==> src/rtl/ubf_params.svh <==
// Constants for the break-field control block
`ifndef UBF_PARAMS_SVH
`define UBF_PARAMS_SVH
`define UBF_CTRL_RX_TRIG_BIT   6
`define UBF_CTRL_TX_TRIG_BIT   5
`define UBF_MODE_POWER_BIT     7
`define UBF_MODE_TXE_BIT       6
`define UBF_MODE_RXE_BIT       5
`define UBF_BAUD_DIV           2
`define UBF_CTRL_RESET         8'h00
`define UBF_MODE_RESET         8'h00
`define UBF_DIV_RESET          8'h00
`endif

==> src/rtl/ubf_pkg.sv <==
// Types for the break-field control block
package ubf_pkg;
    typedef enum logic [2:0] {
        UBF_IDLE = 3'b001,
        UBF_RX   = 3'b010,
        UBF_TX   = 3'b100
    } ubf_state_t;

    typedef struct packed {
        logic       wr;
        logic [7:0] data;
    } ubf_wr_t;

    typedef struct packed {
        logic done;
        logic error;
    } ubf_evt_t;
endpackage

==> src/rtl/ubf_baud_div.sv <==
// Baud clock enable: 8-bit divider counter output divided by two
`timescale 1ns/100ps
`include "ubf_params.svh"
module ubf_baud_div
    import ubf_pkg::*;
(
    input  wire logic       clock,
    input  wire logic       nrst,
    input  wire logic       run,
    input  wire logic [7:0] divisor,
    output logic            baud_tick
);
    typedef struct packed {
        logic [7:0] cnt;
        logic       half;
        logic       tick;
    } ubf_div_state_t;

    ubf_div_state_t div_reg;
    ubf_div_state_t div_next;

    always_comb begin
        div_next      = div_reg;
        div_next.tick = 1'b0;
        if (!run) begin
            div_next.cnt  = `UBF_DIV_RESET;
            div_next.half = 1'b0;
        end else if (div_reg.cnt >= divisor) begin
            div_next.cnt  = `UBF_DIV_RESET;
            // Counter output toggles the halving stage
            div_next.half = ~div_reg.half;
            div_next.tick = div_reg.half;
        end else begin
            div_next.cnt = div_reg.cnt + 8'h01;
        end
    end

    always_ff @(posedge clock or negedge nrst) begin
        if (!nrst) begin
            div_reg <= '0;
        end else begin
            div_reg <= div_next;
        end
    end

    assign baud_tick = div_reg.tick;
endmodule // ubf_baud_div

==> src/rtl/ubf_break_ctrl.sv <==
// Break-field trigger control with baud clock derivation
// Operation
// - Reading the receive trigger bit always returns zero.
// - Trigger bit clears on completion, same cycle as the interrupt pulse.
// - Reception error sets the error flag and holds it at one until an RX trigger is rewritten while operating.
// - Baud clock is the 8-bit divider output divided by two.
// - Rewriting a trigger bit while operating starts a new operation.
`timescale 1ns/100ps
`include "ubf_params.svh"
module ubf_break_ctrl
    import ubf_pkg::*;
(
    input  wire logic       clock,
    input  wire logic       nrst,
    input  ubf_wr_t         ctrl_wr,
    input  ubf_wr_t         mode_wr,
    input  wire logic [7:0] divisor,
    input  ubf_evt_t        link_evt,
    output logic [7:0]      ctrl_rdata,
    output logic [7:0]      mode_rdata,
    output logic            break_rx_error_flag,
    output logic            break_busy,
    output logic            baud_tick,
    output logic            done_irq
);
    typedef struct packed {
        ubf_state_t st;
        logic [7:0] ctrl;
        logic [7:0] mode;
        logic       err;
        logic       irq;
    } ubf_core_t;

    ubf_core_t core_reg;
    ubf_core_t core_next;
    logic      powered;
    logic      operating;

    assign powered   = core_reg.mode[`UBF_MODE_POWER_BIT];
    assign operating = powered && (core_reg.mode[`UBF_MODE_TXE_BIT]
                                || core_reg.mode[`UBF_MODE_RXE_BIT]);

    ubf_baud_div u_div (
        .clock     (clock),
        .nrst      (nrst),
        .run       (powered),
        .divisor   (divisor),
        .baud_tick (baud_tick)
    );

    always_comb begin
        core_next     = core_reg;
        core_next.irq = 1'b0;
        if (mode_wr.wr) begin
            core_next.mode = mode_wr.data;
        end
        unique case (core_reg.st)
            UBF_IDLE: ;
            UBF_RX: begin
                if (link_evt.error) begin
                    // Flag stays set until software re-arms
                    core_next.err = 1'b1;
                    core_next.st  = UBF_IDLE;
                    core_next.ctrl[`UBF_CTRL_RX_TRIG_BIT] = 1'b0;
                end else if (link_evt.done) begin
                    core_next.ctrl[`UBF_CTRL_RX_TRIG_BIT] = 1'b0;
                    core_next.irq = 1'b1;
                    core_next.st  = UBF_IDLE;
                end
            end
            UBF_TX: begin
                if (link_evt.done) begin
                    core_next.ctrl[`UBF_CTRL_TX_TRIG_BIT] = 1'b0;
                    core_next.irq = 1'b1;
                    core_next.st  = UBF_IDLE;
                end
            end
        endcase
        // A written trigger restarts whenever operating; refresh writes are not filtered
        if (ctrl_wr.wr) begin
            core_next.ctrl = ctrl_wr.data;
            if (operating && ctrl_wr.data[`UBF_CTRL_RX_TRIG_BIT]) begin
                core_next.st  = UBF_RX;
                core_next.err = 1'b0;
            end else if (operating && ctrl_wr.data[`UBF_CTRL_TX_TRIG_BIT]) begin
                core_next.st = UBF_TX;
            end
        end
        // Triggers only take effect with the channel set up
        if (!powered) begin
            core_next.st = UBF_IDLE;
            core_next.ctrl[`UBF_CTRL_RX_TRIG_BIT] = 1'b0;
            core_next.ctrl[`UBF_CTRL_TX_TRIG_BIT] = 1'b0;
        end
    end

    always_ff @(posedge clock or negedge nrst) begin
        if (!nrst) begin
            core_reg.st   <= UBF_IDLE;
            core_reg.ctrl <= `UBF_CTRL_RESET;
            core_reg.mode <= `UBF_MODE_RESET;
            core_reg.err  <= 1'b0;
            core_reg.irq  <= 1'b0;
        end else begin
            core_reg <= core_next;
        end
    end

    always_comb begin
        ctrl_rdata = core_reg.ctrl;
        ctrl_rdata[`UBF_CTRL_RX_TRIG_BIT] = 1'b0;
    end

    assign mode_rdata          = core_reg.mode;
    assign break_rx_error_flag = core_reg.err;
    assign break_busy          = core_reg.st != UBF_IDLE;
    assign done_irq            = core_reg.irq;
endmodule // ubf_break_ctrl

==> config.mk <==
export PLATFORM = sky130hd
export DESIGN_NAME = ubf_break_ctrl
export DESIGN_NICKNAME = d
export VERILOG_FILES = /design/src/rtl/ubf_pkg.sv /design/src/rtl/ubf_baud_div.sv /design/src/rtl/ubf_break_ctrl.sv
export VERILOG_INCLUDE_DIRS = /design/src /design/src/rtl
export SDC_FILE = /design/constraint.sdc
export NUM_CORES = 1
export LEC_CHECK = 0
export ABC_AREA = 1
export BUFFER_PORTS_ARGS = -buffer_cell sky130_fd_sc_hd__clkbuf_2
export CAP_MARGIN = 20
export CORE_ASPECT_RATIO = 2
export CORE_MARGIN = 2
export CORE_UTILIZATION = 40
export DETAILED_ROUTE_END_ITERATION = 10
export PLACE_DENSITY_LB_ADDON = 0.3
export RECOVER_POWER = 25
export SETUP_SLACK_MARGIN = 0.1
export SKIP_CTS_REPAIR_TIMING = 1
export SLEW_MARGIN = 20
export SYNTH_ARGS = -nofsm -noshare
export SYNTH_HDL_FRONTEND = slang
export SYNTH_SLANG_ARGS = --single-unit
==> constraint.sdc <==
create_clock -name clock -period 2.86 [get_ports clock]
set_input_delay 0.572 -clock clock [delete_from_list [all_inputs] [get_ports clock]]
set_output_delay 0.572 -clock clock [all_outputs]
set_load 0.03 [all_outputs]
# After elaboration in Yosys (flattened, before gate mapping)
# Cells that the tools add are included.
# word_totals
reg_bits,30
# op_classes
n_addsub,1
magnitude_cmp,1
eq_ne,6
muxes,23
bitwise_logic,1
n_reduce_logical,5
# op_table
op,count
$mux W3,5
$mux W1,12
$mux W11,1
$mux W9,1
$add A8 B1 Y8 const B,1
$ge A8 B8 Y1,1
$mux W8,1
$pmux W3 S2,1
$eq A3 B2 Y1 const B,1
$eq A3 B3 Y1 const B,1
$logic_and A1 B1 Y1,3
$ne A3 B1 Y1 const B,1
$ne A3 B2 Y1 const B,1
$ne A3 B3 Y1 const B,1
$mux W2,1
$ne A2 B1 Y1 const B,1
$pmux W1 S2,1
$reduce_and A2 Y1,1
$logic_or A1 B1 Y1,1
$not A1 Y1,1

# Logic depth before layout (Yosys ltp)
# Gate-level depths: netlist of run 1.
# logic_depth
ltp_word,7
ltp_mapped,11
ltp_nobuf,11

# Hierarchy
# Synthesis of run 1 repeated with hierarchy kept, for this count alone.
# hier_totals
cells_unflattened,196
area_unflattened_um2,1701.6
# by_module_without_submodules
module,instances,cells_each,area_per_inst_um2,seq_area_each_um2
ubf_break_ctrl,1,111,1018.5,501.7
ubf_baud_div,1,85,683.2,250.2

# Least setup slack after synthesis of run 1
# OpenSTA, ideal clock, no wires.
# synth_timing
path_type,in2reg
startpoint,input port divisor[7]
endpoint,register u_div.div_reg[1] (netlist bit)
setup_ns,0.118
t_arrival_ns,1.464
slack_ns,1.278
stages,7
path_buffers,0
path_cell_list,inv_1 ha_1 a21o_1 nor2_1 nand3_1 nand3_1 nand2_1
# synth_via
elab_chain_len,2
# synth_lines
element,line_no,text
start: declaration,ubf_break_ctrl.sv:17,"input wire logic [7:0] divisor,"
$ge A8 B8 Y1,ubf_baud_div.sv:28,end else if (div_reg.cnt >= divisor) begin
$ne A2 B1 Y1 (no line),--,
end signal: assignment,ubf_baud_div.sv:42,div_reg <= div_next;
end: declaration,ubf_baud_div.sv:19,ubf_div_state_t div_reg;
# No other way between the ends.
# A chain may end at the register's enable or synchronous reset.

# Worst setup path in the final report of run 1
# layout_timing
startpoint,register core_reg[18] (netlist bit)
endpoint,output port break_busy
# layout_via
elab_chain_len,1
# layout_lines
element,line_no,text
start: declaration,ubf_break_ctrl.sv:34,ubf_core_t core_reg;
start signal: assignment,ubf_break_ctrl.sv:105,core_reg <= core_next;
$ne A3 B1 Y1,ubf_break_ctrl.sv:116,assign break_busy = core_reg.st != UBF_IDLE;
end: declaration,ubf_break_ctrl.sv:22,"output logic break_busy,"
# No other way between the ends.

==> flow_summary.toml, run 1 <==
[grt]
grt_max_degree = 31
antenna_found_initial = 0
grt_usage = 0.1426
grt_overflow = 0
grt_pass1_wl_mm = 5.002
grt_pass1_vias = 1173

[worst_setup_path]
critPathKind = "reg2out"
worstPathRequired_ns = 2.29
crit_path_end_kind = "primary output"
cp.arrival_ns = 1.19
critPathLaunchType = "register"
cp_max_fo = 3

[cells_and_area]
drive_above_1_share = 0.2888
final.fill_count = 452
seq_area_sq_um = 752.0
fin_util = 0.4765
fin_cells = 284
multi_input_area_sq_um = 663.1
area_growth_pct = 16.92
diodes = 0
largest_reg_flops = 9
fin_area_sq_um = 1928
final_nets = 270

[yosys]
postSynthNetCount = 233
syn_avg_cell_area_sq_um = 8.500
netlist_area_sq_um = 1649
synth_top_cell_area_share = 0.4401
synth-edff-count = 0
yosys.cell_count.top_type = "nand2_1"
synth_common_cells = "53 x nand2_1, 29 x dfrtp_1, 26 x inv_1, 17 x buf_4, 17 x nor2_1"
syn_inst = 194
synth_ff_type = "dfrtp_1"
yosys_warnings = 0
ys_seq_area_frac = 0.4560
async_flop_share = 1.000
synth_area_leaders = "dfrtp_1 44%, nand2_1 12%, buf_4 7.7%, ha_1 6.8%, inv_1 5.9%"
synth_seq_cells = 30
synth_top_area_cell = "dfrtp_1"
synth_cell_types = 25

[clock_tree]
ctsHtreeMaxLevel = 2
cts.sinks = 30
cts_tree = "yes"
cts_made_buffers = 5
cts-root-buf = "clkbuf_8"
clk_pin_slew_ns = 0.06
clk_latency_ns = 0.28
clk_path_buf_depth = 2

[placed_design]
dp_hpwl_mm = 2.378
place_area_sq_um = 1822
post-place-cells = 276
numPortBuffers = 48
routabilityCongestion = 0.7773

[drt]
wirelength_mm = 2.950
wl_per_cell_microns = 10.39
dr.pass1.iters = 4
vias = 1293
drt_iter0_drc = 16
drc = 0
postRouteAntennaNets = 0
viasPerCell = 4.553

[run_status]
outcome = "complete, but fails checks"
violations = "capacitance limit, slew limit"

[timing]
slew_viol_final = 31
clock_skew_ns = 0.004026
setup_viol = 0
maxSlewHeadroom = -0.04204
fin_hold_ws_ns = 0.4793
hold_violations = 0
fmax_ghz = 0.5678
tightest_slew_ns = 1.563
fin_setup_tns_ns = 0
fin_crit_sh = 0.6158
rsz0062_at_grt = "no"
fin_crit_ns = 1.761

[die]
fp.dieArea_sq_um = 4683
ios = 50
rows = 33
core_sq_um = 4046
die_x_microns = 49.40
start_util = 0.4075
dieHeight_microns = 94.81

[power_and_ir_drop]
cellPowerDensity_nw_per_um2 = 556.2
power.leakage_uw = 0.001088
ir_worst_vdd_mv = 0.4185

[worst_hold_path]
hp-class = "reg2reg"

[flow_run]
max-cap-violations = 1
per-stage QoR:
step                      power (uW)  worst slack, ns
final                           1072            1.099
after global routing            1135           0.9115
after CTS                       1095            1.082
after detailed placement       670.1           0.9491
after global placement         667.2            1.017
after floorplan                629.9            1.278
placed cells by master, fill, tap and decap left out, drive strengths merged, types with 5 or more instances in the layout:
cell type	synthesis	final
dfrtp	29	29
nand2	53	53
clkbuf	0	53
nand4	5	5
ha	9	9
nand3	9	9
nor2	19	19
inv	27	27
mux2	5	5
cells by family after synthesis:
kind of cell	Yosys count	synth area share
AND/OR/NAND/NOR	86	0.2193
buffers and inverters	45	0.1419
flip-flops	30	0.4560
AO/OA/AOI/OAI	14	0.05690
adder cells (fa/ha/maj)	9	0.06829
multiplexers	5	0.03414
XOR/XNOR	4	0.02125
other	1	0.002274
critical path, stage by stage (launching register included):
cell	delay (ns)
dfstp_2	0.54
inv_1	0.06
nor2_1	0.08
nand2_1	0.05
clkbuf_2	0.18
final timing paths:
path	startpoint	end	slack, ns	depth (start not counted)
max	core_reg[18]$_DFF_PN1_	break_busy	1.10	4
min	ctrl_rdata[1]$_DFFE_PN0P_	ctrl_rdata[1]$_DFFE_PN0P_	0.48	2
max reg2reg	u_div.div_reg[7]$_DFF_PN0_	u_div.div_reg[5]$_DFF_PN0_	1.27	6
min reg2reg	ctrl_rdata[1]$_DFFE_PN0P_	ctrl_rdata[1]$_DFFE_PN0P_	0.48	2
max in group asynchronous	nrst	u_div.div_reg[9]$_DFF_PN0_	1.28	1
min in group asynchronous	nrst	core_reg[20]$_DFF_PN0_	0.67	1
per-layer routing:
layer  wire [microns]  GRT usage  part of all wire  vias to the layer above
met5                0          0                 0                        -
met4               96    0.09954             0.033                        0
met3              162    0.03323             0.055                        9
met2             1618     0.2635              0.55                       34
met1             1072     0.1349              0.36                      587
li1                 -          -                 -                      663
report_power, final:
part,leakage [uW],internal (uW),switching [uW]
sequential,0.000384,454,21.5
combinational,0.000645,62.5,120
clock,0.0000579,256,159
total,0.00109,772,300
cell type report:
cell class              instances  area share
clock inverters                 3     0.02077
clock buffers                   5     0.03569
inverters                      27     0.05256
flip-flops and latches         30      0.3900
well taps                      52     0.03374
multi-input cells             119      0.3439
repair buffers                 48      0.1233
(Power assumes the default switching activity.)
==> run 2: changes to the inputs <==
ABC_AREA = 0   (was 1)
clock period = 1.6 ns   (was 2.86 ns; I/O delays follow)
==> flow_summary.toml, run 2 <==
[yosys]
synth_seq_cells = 30
syn_avg_cell_area_sq_um = 10.98
netlist_area_sq_um = 1647
synth_ff_type = "dfrtp_1"
synth_cell_types = 35
async_flop_share = 1.000
syn_inst = 150
ys_seq_area_frac = 0.4567
synth-edff-count = 0
yosys.cell_count.top_type = "dfrtp_1"
synth_top_area_cell = "dfrtp_1"
yosys_warnings = 0
synth_top_cell_area_share = 0.4407
synth_common_cells = "29 x dfrtp_1, 16 x buf_4, 15 x mux2_2, 10 x inv_1, 10 x nor2_1"
synth_area_leaders = "dfrtp_1 44%, mux2_2 10%, buf_4 7.3%, ha_1 6.8%, xor2_1 2.7%"
postSynthNetCount = 189

[grt]
grt_max_degree = 17
grt_pass1_wl_mm = 5.195
grt_usage = 0.1431
grt_overflow = 0
antenna_found_initial = 0
grt_pass1_vias = 1225

[cells_and_area]
largest_reg_flops = 9
fin_cells = 258
area_growth_pct = 28.57
final_nets = 244
final.fill_count = 393
layout_common_cells = "46 x clkbuf_2, 29 x dfrtp_1, 18 x buf_4"
mostFrequentLayoutCell = "clkbuf_2"
drive_above_1_share = 0.4854
diodes = 0

[placed_design]
dp_hpwl_mm = 2.374
numPortBuffers = 48
dp_slack_ns = -0.05690
routabilityCongestion = 0.8682
post-place-cells = 244

[run_status]
outcome = "complete, but fails checks"
violations = "setup timing"

[power_and_ir_drop]
p_int_uw = 1480
p_comb_frac = 0.237
swShare = 0.2809
seqPwrFrac = 0.423
p_switching_uw = 578.1
ir_worst_vdd_mv = 1.039
power.leakage_uw = 0.001080
pwr-share-clk = 0.341
cellPowerDensity_nw_per_um2 = 972.1

[timing]
fin_ws_ns = -0.05763
setup_viol = 7
slew_viol_final = 0
rsz0062_at_grt = "yes"
tightest_slew_ns = 0.8381
fmax_ghz = 0.6033
fin_setup_tns_ns = -0.1458
clock_skew_ns = 0.001135
hold_violations = 0
fin_crit_ns = 1.658
fin_crit_sh = 1.036
maxSlewHeadroom = 0.4413
fin_hold_ws_ns = 0.2697

[drt]
postRouteAntennaNets = 0
viasPerCell = 4.694
dr.pass1.iters = 4
vias = 1211
drc = 0
wirelength_mm = 3.038
drt_iter0_drc = 14
wl_per_cell_microns = 11.78

[worst_setup_path]
worstPathRequired_ns = 1.28
critPathLaunchType = "register"
cp_max_fo = 4
reg2reg_slack_ns = -0.03
timing.rr.start = "u_div.div_reg[7]$_DFF_PN0_"
crit_path_end_kind = "primary output"
cp.arrival_ns = 1.34
ff2ff_path_depth = 6
crit_start = "core_reg[18]$_DFF_PN1_"
crit_end = "break_busy"
rr_endpoint = "u_div.div_reg[5]$_DFF_PN0_"
critPathKind = "reg2out"

[die]
dieHeight_microns = 94.74
fp.dieArea_sq_um = 4677
ios = 50
core_sq_um = 4005
start_util = 0.4111
die_x_microns = 49.37
rows = 33

[worst_hold_path]
hp-class = "in2reg"

[clock_tree]
ctsHtreeMaxLevel = 2
cts.sinks = 30
clk_pin_slew_ns = 0.06
cts_tree = "yes"
clk_latency_ns = 0.28
cts-root-buf = "clkbuf_8"
clk_path_buf_depth = 2
cts_made_buffers = 5

[flow_run]
max-cap-violations = 0
==> run 2: cell types whose count changed after synthesis, moves of 7 or more <==
cell     change
nand2_1     -46
mux2_2      +10
inv_1       -16
nor2_1       -7
==> run 2: cell type report <==
| type | count | area (sq um) | area share |
|---|---|---|---|
| inverters | 10 | 37.54 | 0.01773 |
| multi-input cells | 91 | 762.0 | 0.3599 |
| flip-flops and latches | 30 | 752.0 | 0.3552 |
| repair buffers | 67 | 390.4 | 0.1844 |
| well taps | 52 | 65.06 | 0.03073 |
| clock buffers | 8 | 110.1 | 0.05201 |
==> run 2: through the flow <==
step           total power [uW]  instance area [sq um]  utilization
3_5_place_dp               1341                   1916       0.4783
5_1_grt                    2171                   2117       0.5286
2_1_floorplan              1231                   1647            -
6_report                   2058                   2117       0.5286
3_3_place_gp               1330                   1916       0.4783
4_1_cts                    2057                   2026       0.5058
==> run 2: logic make-up after synthesis <==
kind of cell	count (synthesis)	share of synthesized area
adders and majority gates	9	0.06839
and+or+nand+nor	38	0.1261
buffers and inverters	29	0.1041
AOI/OAI and AO/OA	22	0.1079
xor gates and xnor gates	6	0.03191
DFF	30	0.4567
other	1	0.002277
muxes	15	0.1026
==> run 2: critical path: stages (launching register included) <==
cell and delay (ns):
dfstp_2 0.54, or3b_4 0.37, buf_6 0.14
==> run 2: routing by layer <==
| metal | vias to the layer above | routed length (microns) | GRT usage |
|---|---|---|---|
| met3 | 5 | 159 | 0.03639 |
| li1 | 607 | - | - |
| met1 | 562 | 1308 | 0.1794 |
| met2 | 37 | 1517 | 0.2297 |
| met4 | 0 | 52 | 0.06429 |
| met5 | - | 0 | 0 |
==> run 2: power groups by stage <==
stage               clock (uW)  combinational [uW]  sequential [uW]
floorplan                    0                 347              885
global placement             0                 447              883
detailed placement           0                 455              885
CTS                        729                 456              872
global route               761                 530              880
finish                     701                 487              870
==> run 2: worst min path at each step <==
| stage | cells after the start | slack (ns) | end | start |
|---|---|---|---|---|
| finish | 2 | 0.27 | mode_rdata[6]$_DFFE_PN0P_ | mode_wr[6] |
| global route | 2 | 0.26 | ctrl_rdata[3]$_DFFE_PN0P_ | ctrl_wr[3] |
| CTS | 1 | -0.04 | mode_rdata[7]$_DFFE_PN0P_ | nrst |
| detailed placement | 1 | 0.26 | core_reg[19]$_DFF_PN0_ | nrst |
| global placement | 1 | 0.26 | break_rx_error_flag$_DFF_PN0_ | nrst |
| floorplan | 0 | 0.02 | break_rx_error_flag$_DFF_PN0_ | nrst |
==> run 3: changes to the inputs <==
MAX_ROUTING_LAYER = met4   (was unset)
SETUP_SLACK_MARGIN = 0.2   (was 0.1)
clock period = 2 ns   (was 1.6 ns; I/O delays follow)
==> flow_summary.toml, run 3 (synthesized netlist as in run 2, its figures left out) <==
[cells_and_area]
largest_reg_flops = 9
mostFrequentLayoutCell = "clkbuf_2"
fin_area_sq_um = 1908
drive_above_1_share = 0.3904
layout_common_cells = "45 x clkbuf_2, 29 x dfrtp_1, 15 x mux2_2"
final_nets = 226
area_growth_pct = 15.88
diodes = 0

[worst_setup_path]
critPathLaunchType = "register"
critPathKind = "reg2out"
max_stage_delay_ns = 0.56
cp_max_fo = 5
reg2reg_slack_ns = 0.31
crit_chain = "or3b_4, buf_6"
cp.arrival_ns = 1.35
worst_path_max_delay_cell = "dfstp_2"
crit_path_end_kind = "primary output"
crit_start = "core_reg[18]$_DFF_PN1_"
timing.rr.start = "u_div.div_reg[3]$_DFF_PN0_"
worstPathRequired_ns = 1.60

[timing]
tightest_slew_ns = 1.572
maxSlewHeadroom = -0.04825
setup_viol = 0
fin_setup_tns_ns = 0
slew_viol_final = 31
fin_crit_sh = 0.8775
hold_violations = 0
clock_skew_ns = 0.006387
fin_crit_ns = 1.755
rsz0062_at_grt = "no"
fmax_ghz = 0.5698
fin_ws_ns = 0.2451

[drt]
wl_per_cell_microns = 12.32
vias = 1170
viasPerCell = 4.895
dr.pass1.iters = 4
postRouteAntennaNets = 0
drt_iter0_drc = 24
drc = 0
wirelength_mm = 2.945

[run_status]
outcome = "complete, but fails checks"
violations = "capacitance limit, slew limit"

[clock_tree]
cts_tree = "yes"
clk_pin_slew_ns = 0.06
cts-root-buf = "clkbuf_8"
clk_latency_ns = 0.27
cts.sinks = 30
clk_path_buf_depth = 2
ctsHtreeMaxLevel = 2
cts_made_buffers = 5

[grt]
grt_overflow = 0
grt_pass1_wl_mm = 4.981
antenna_found_initial = 0
grt_pass1_vias = 1145
grt_max_degree = 31
grt_usage = 0.1431

[die]
core_sq_um = 4005
start_util = 0.4111
fp.dieArea_sq_um = 4677
rows = 33
die_x_microns = 49.37
dieHeight_microns = 94.74
ios = 50

[placed_design]
place_area_sq_um = 1826
numPortBuffers = 48
dp_slack_ns = 0.1824
dp_hpwl_mm = 2.272
routabilityCongestion = 0.8216

[worst_hold_path]
hp-class = "in2reg"
worstHoldStart = "ctrl_wr[1]"

[power_and_ir_drop]
power.leakage_uw = 0.0009749
ir_worst_vdd_mv = 0.5844
cellPowerDensity_nw_per_um2 = 777.3

[flow_run]
max-cap-violations = 1
## run 3: cell count changes in the layout (fill, tap and decap cells not counted), sizes merged
cell / delta
buf: -17
clkbuf: -1
dlygate4sd3: -1
## run 3: layer usage
metal  share of wire  GRT usage  vias to the layer above
li1                -          -                      572
met1            0.41     0.1672                      547
met2            0.50     0.2297                       45
met3           0.066    0.03797                        6
met4           0.017    0.06190                        0
met5               0          -                        -
## run 3: area by class of cell
| class | instances | area (sq um) |
|---|---|---|
| clock buffers | 7 | 76.32 |
| fillers | 409 | 2097 |
| inverters | 10 | 37.54 |
| multi-input cells | 91 | 725.7 |
| flip-flops and latches | 30 | 752.0 |
| well taps | 52 | 65.06 |
| repair buffers | 49 | 251.5 |
## run 3: final timing paths
kind,depth (start not counted),to
min in group asynchronous,1,u_div.div_reg[1]$_DFFE_PN0P_
worst min register to register,1,break_rx_error_flag$_DFF_PN0_
worst max register to register,4,u_div.baud_tick$_DFF_PN0_
max in group asynchronous,1,u_div.div_reg[7]$_DFF_PN0_
worst min-delay path,2,ctrl_rdata[1]$_DFFE_PN0P_
worst max-delay path,2,break_busy
## run 3: stage by stage
stage	instances	hold slack, ns	total power (uW)	utilization
after floorplan	150	0.1044	983.9	-
after global placement	232	0.4822	1045	0.4558
after detailed placement	232	0.4835	1054	0.4558
after CTS	239	0.2069	1504	0.4749
after global routing	239	0.3505	1573	0.4764
final	239	0.3641	1483	0.4764
## run 3: critical path: cells and delay by family, from the launching register on
kind                   cells  cell delay (ns)
flip-flops                 1             0.56
AND/OR/NAND/NOR            1             0.38
buffers and inverters      1             0.15
## run 3: power breakdown
part           total, uW  switching, uW  internal, uW
sequential           706           46.3           660
combinational        344            196           148
clock                433            194           239
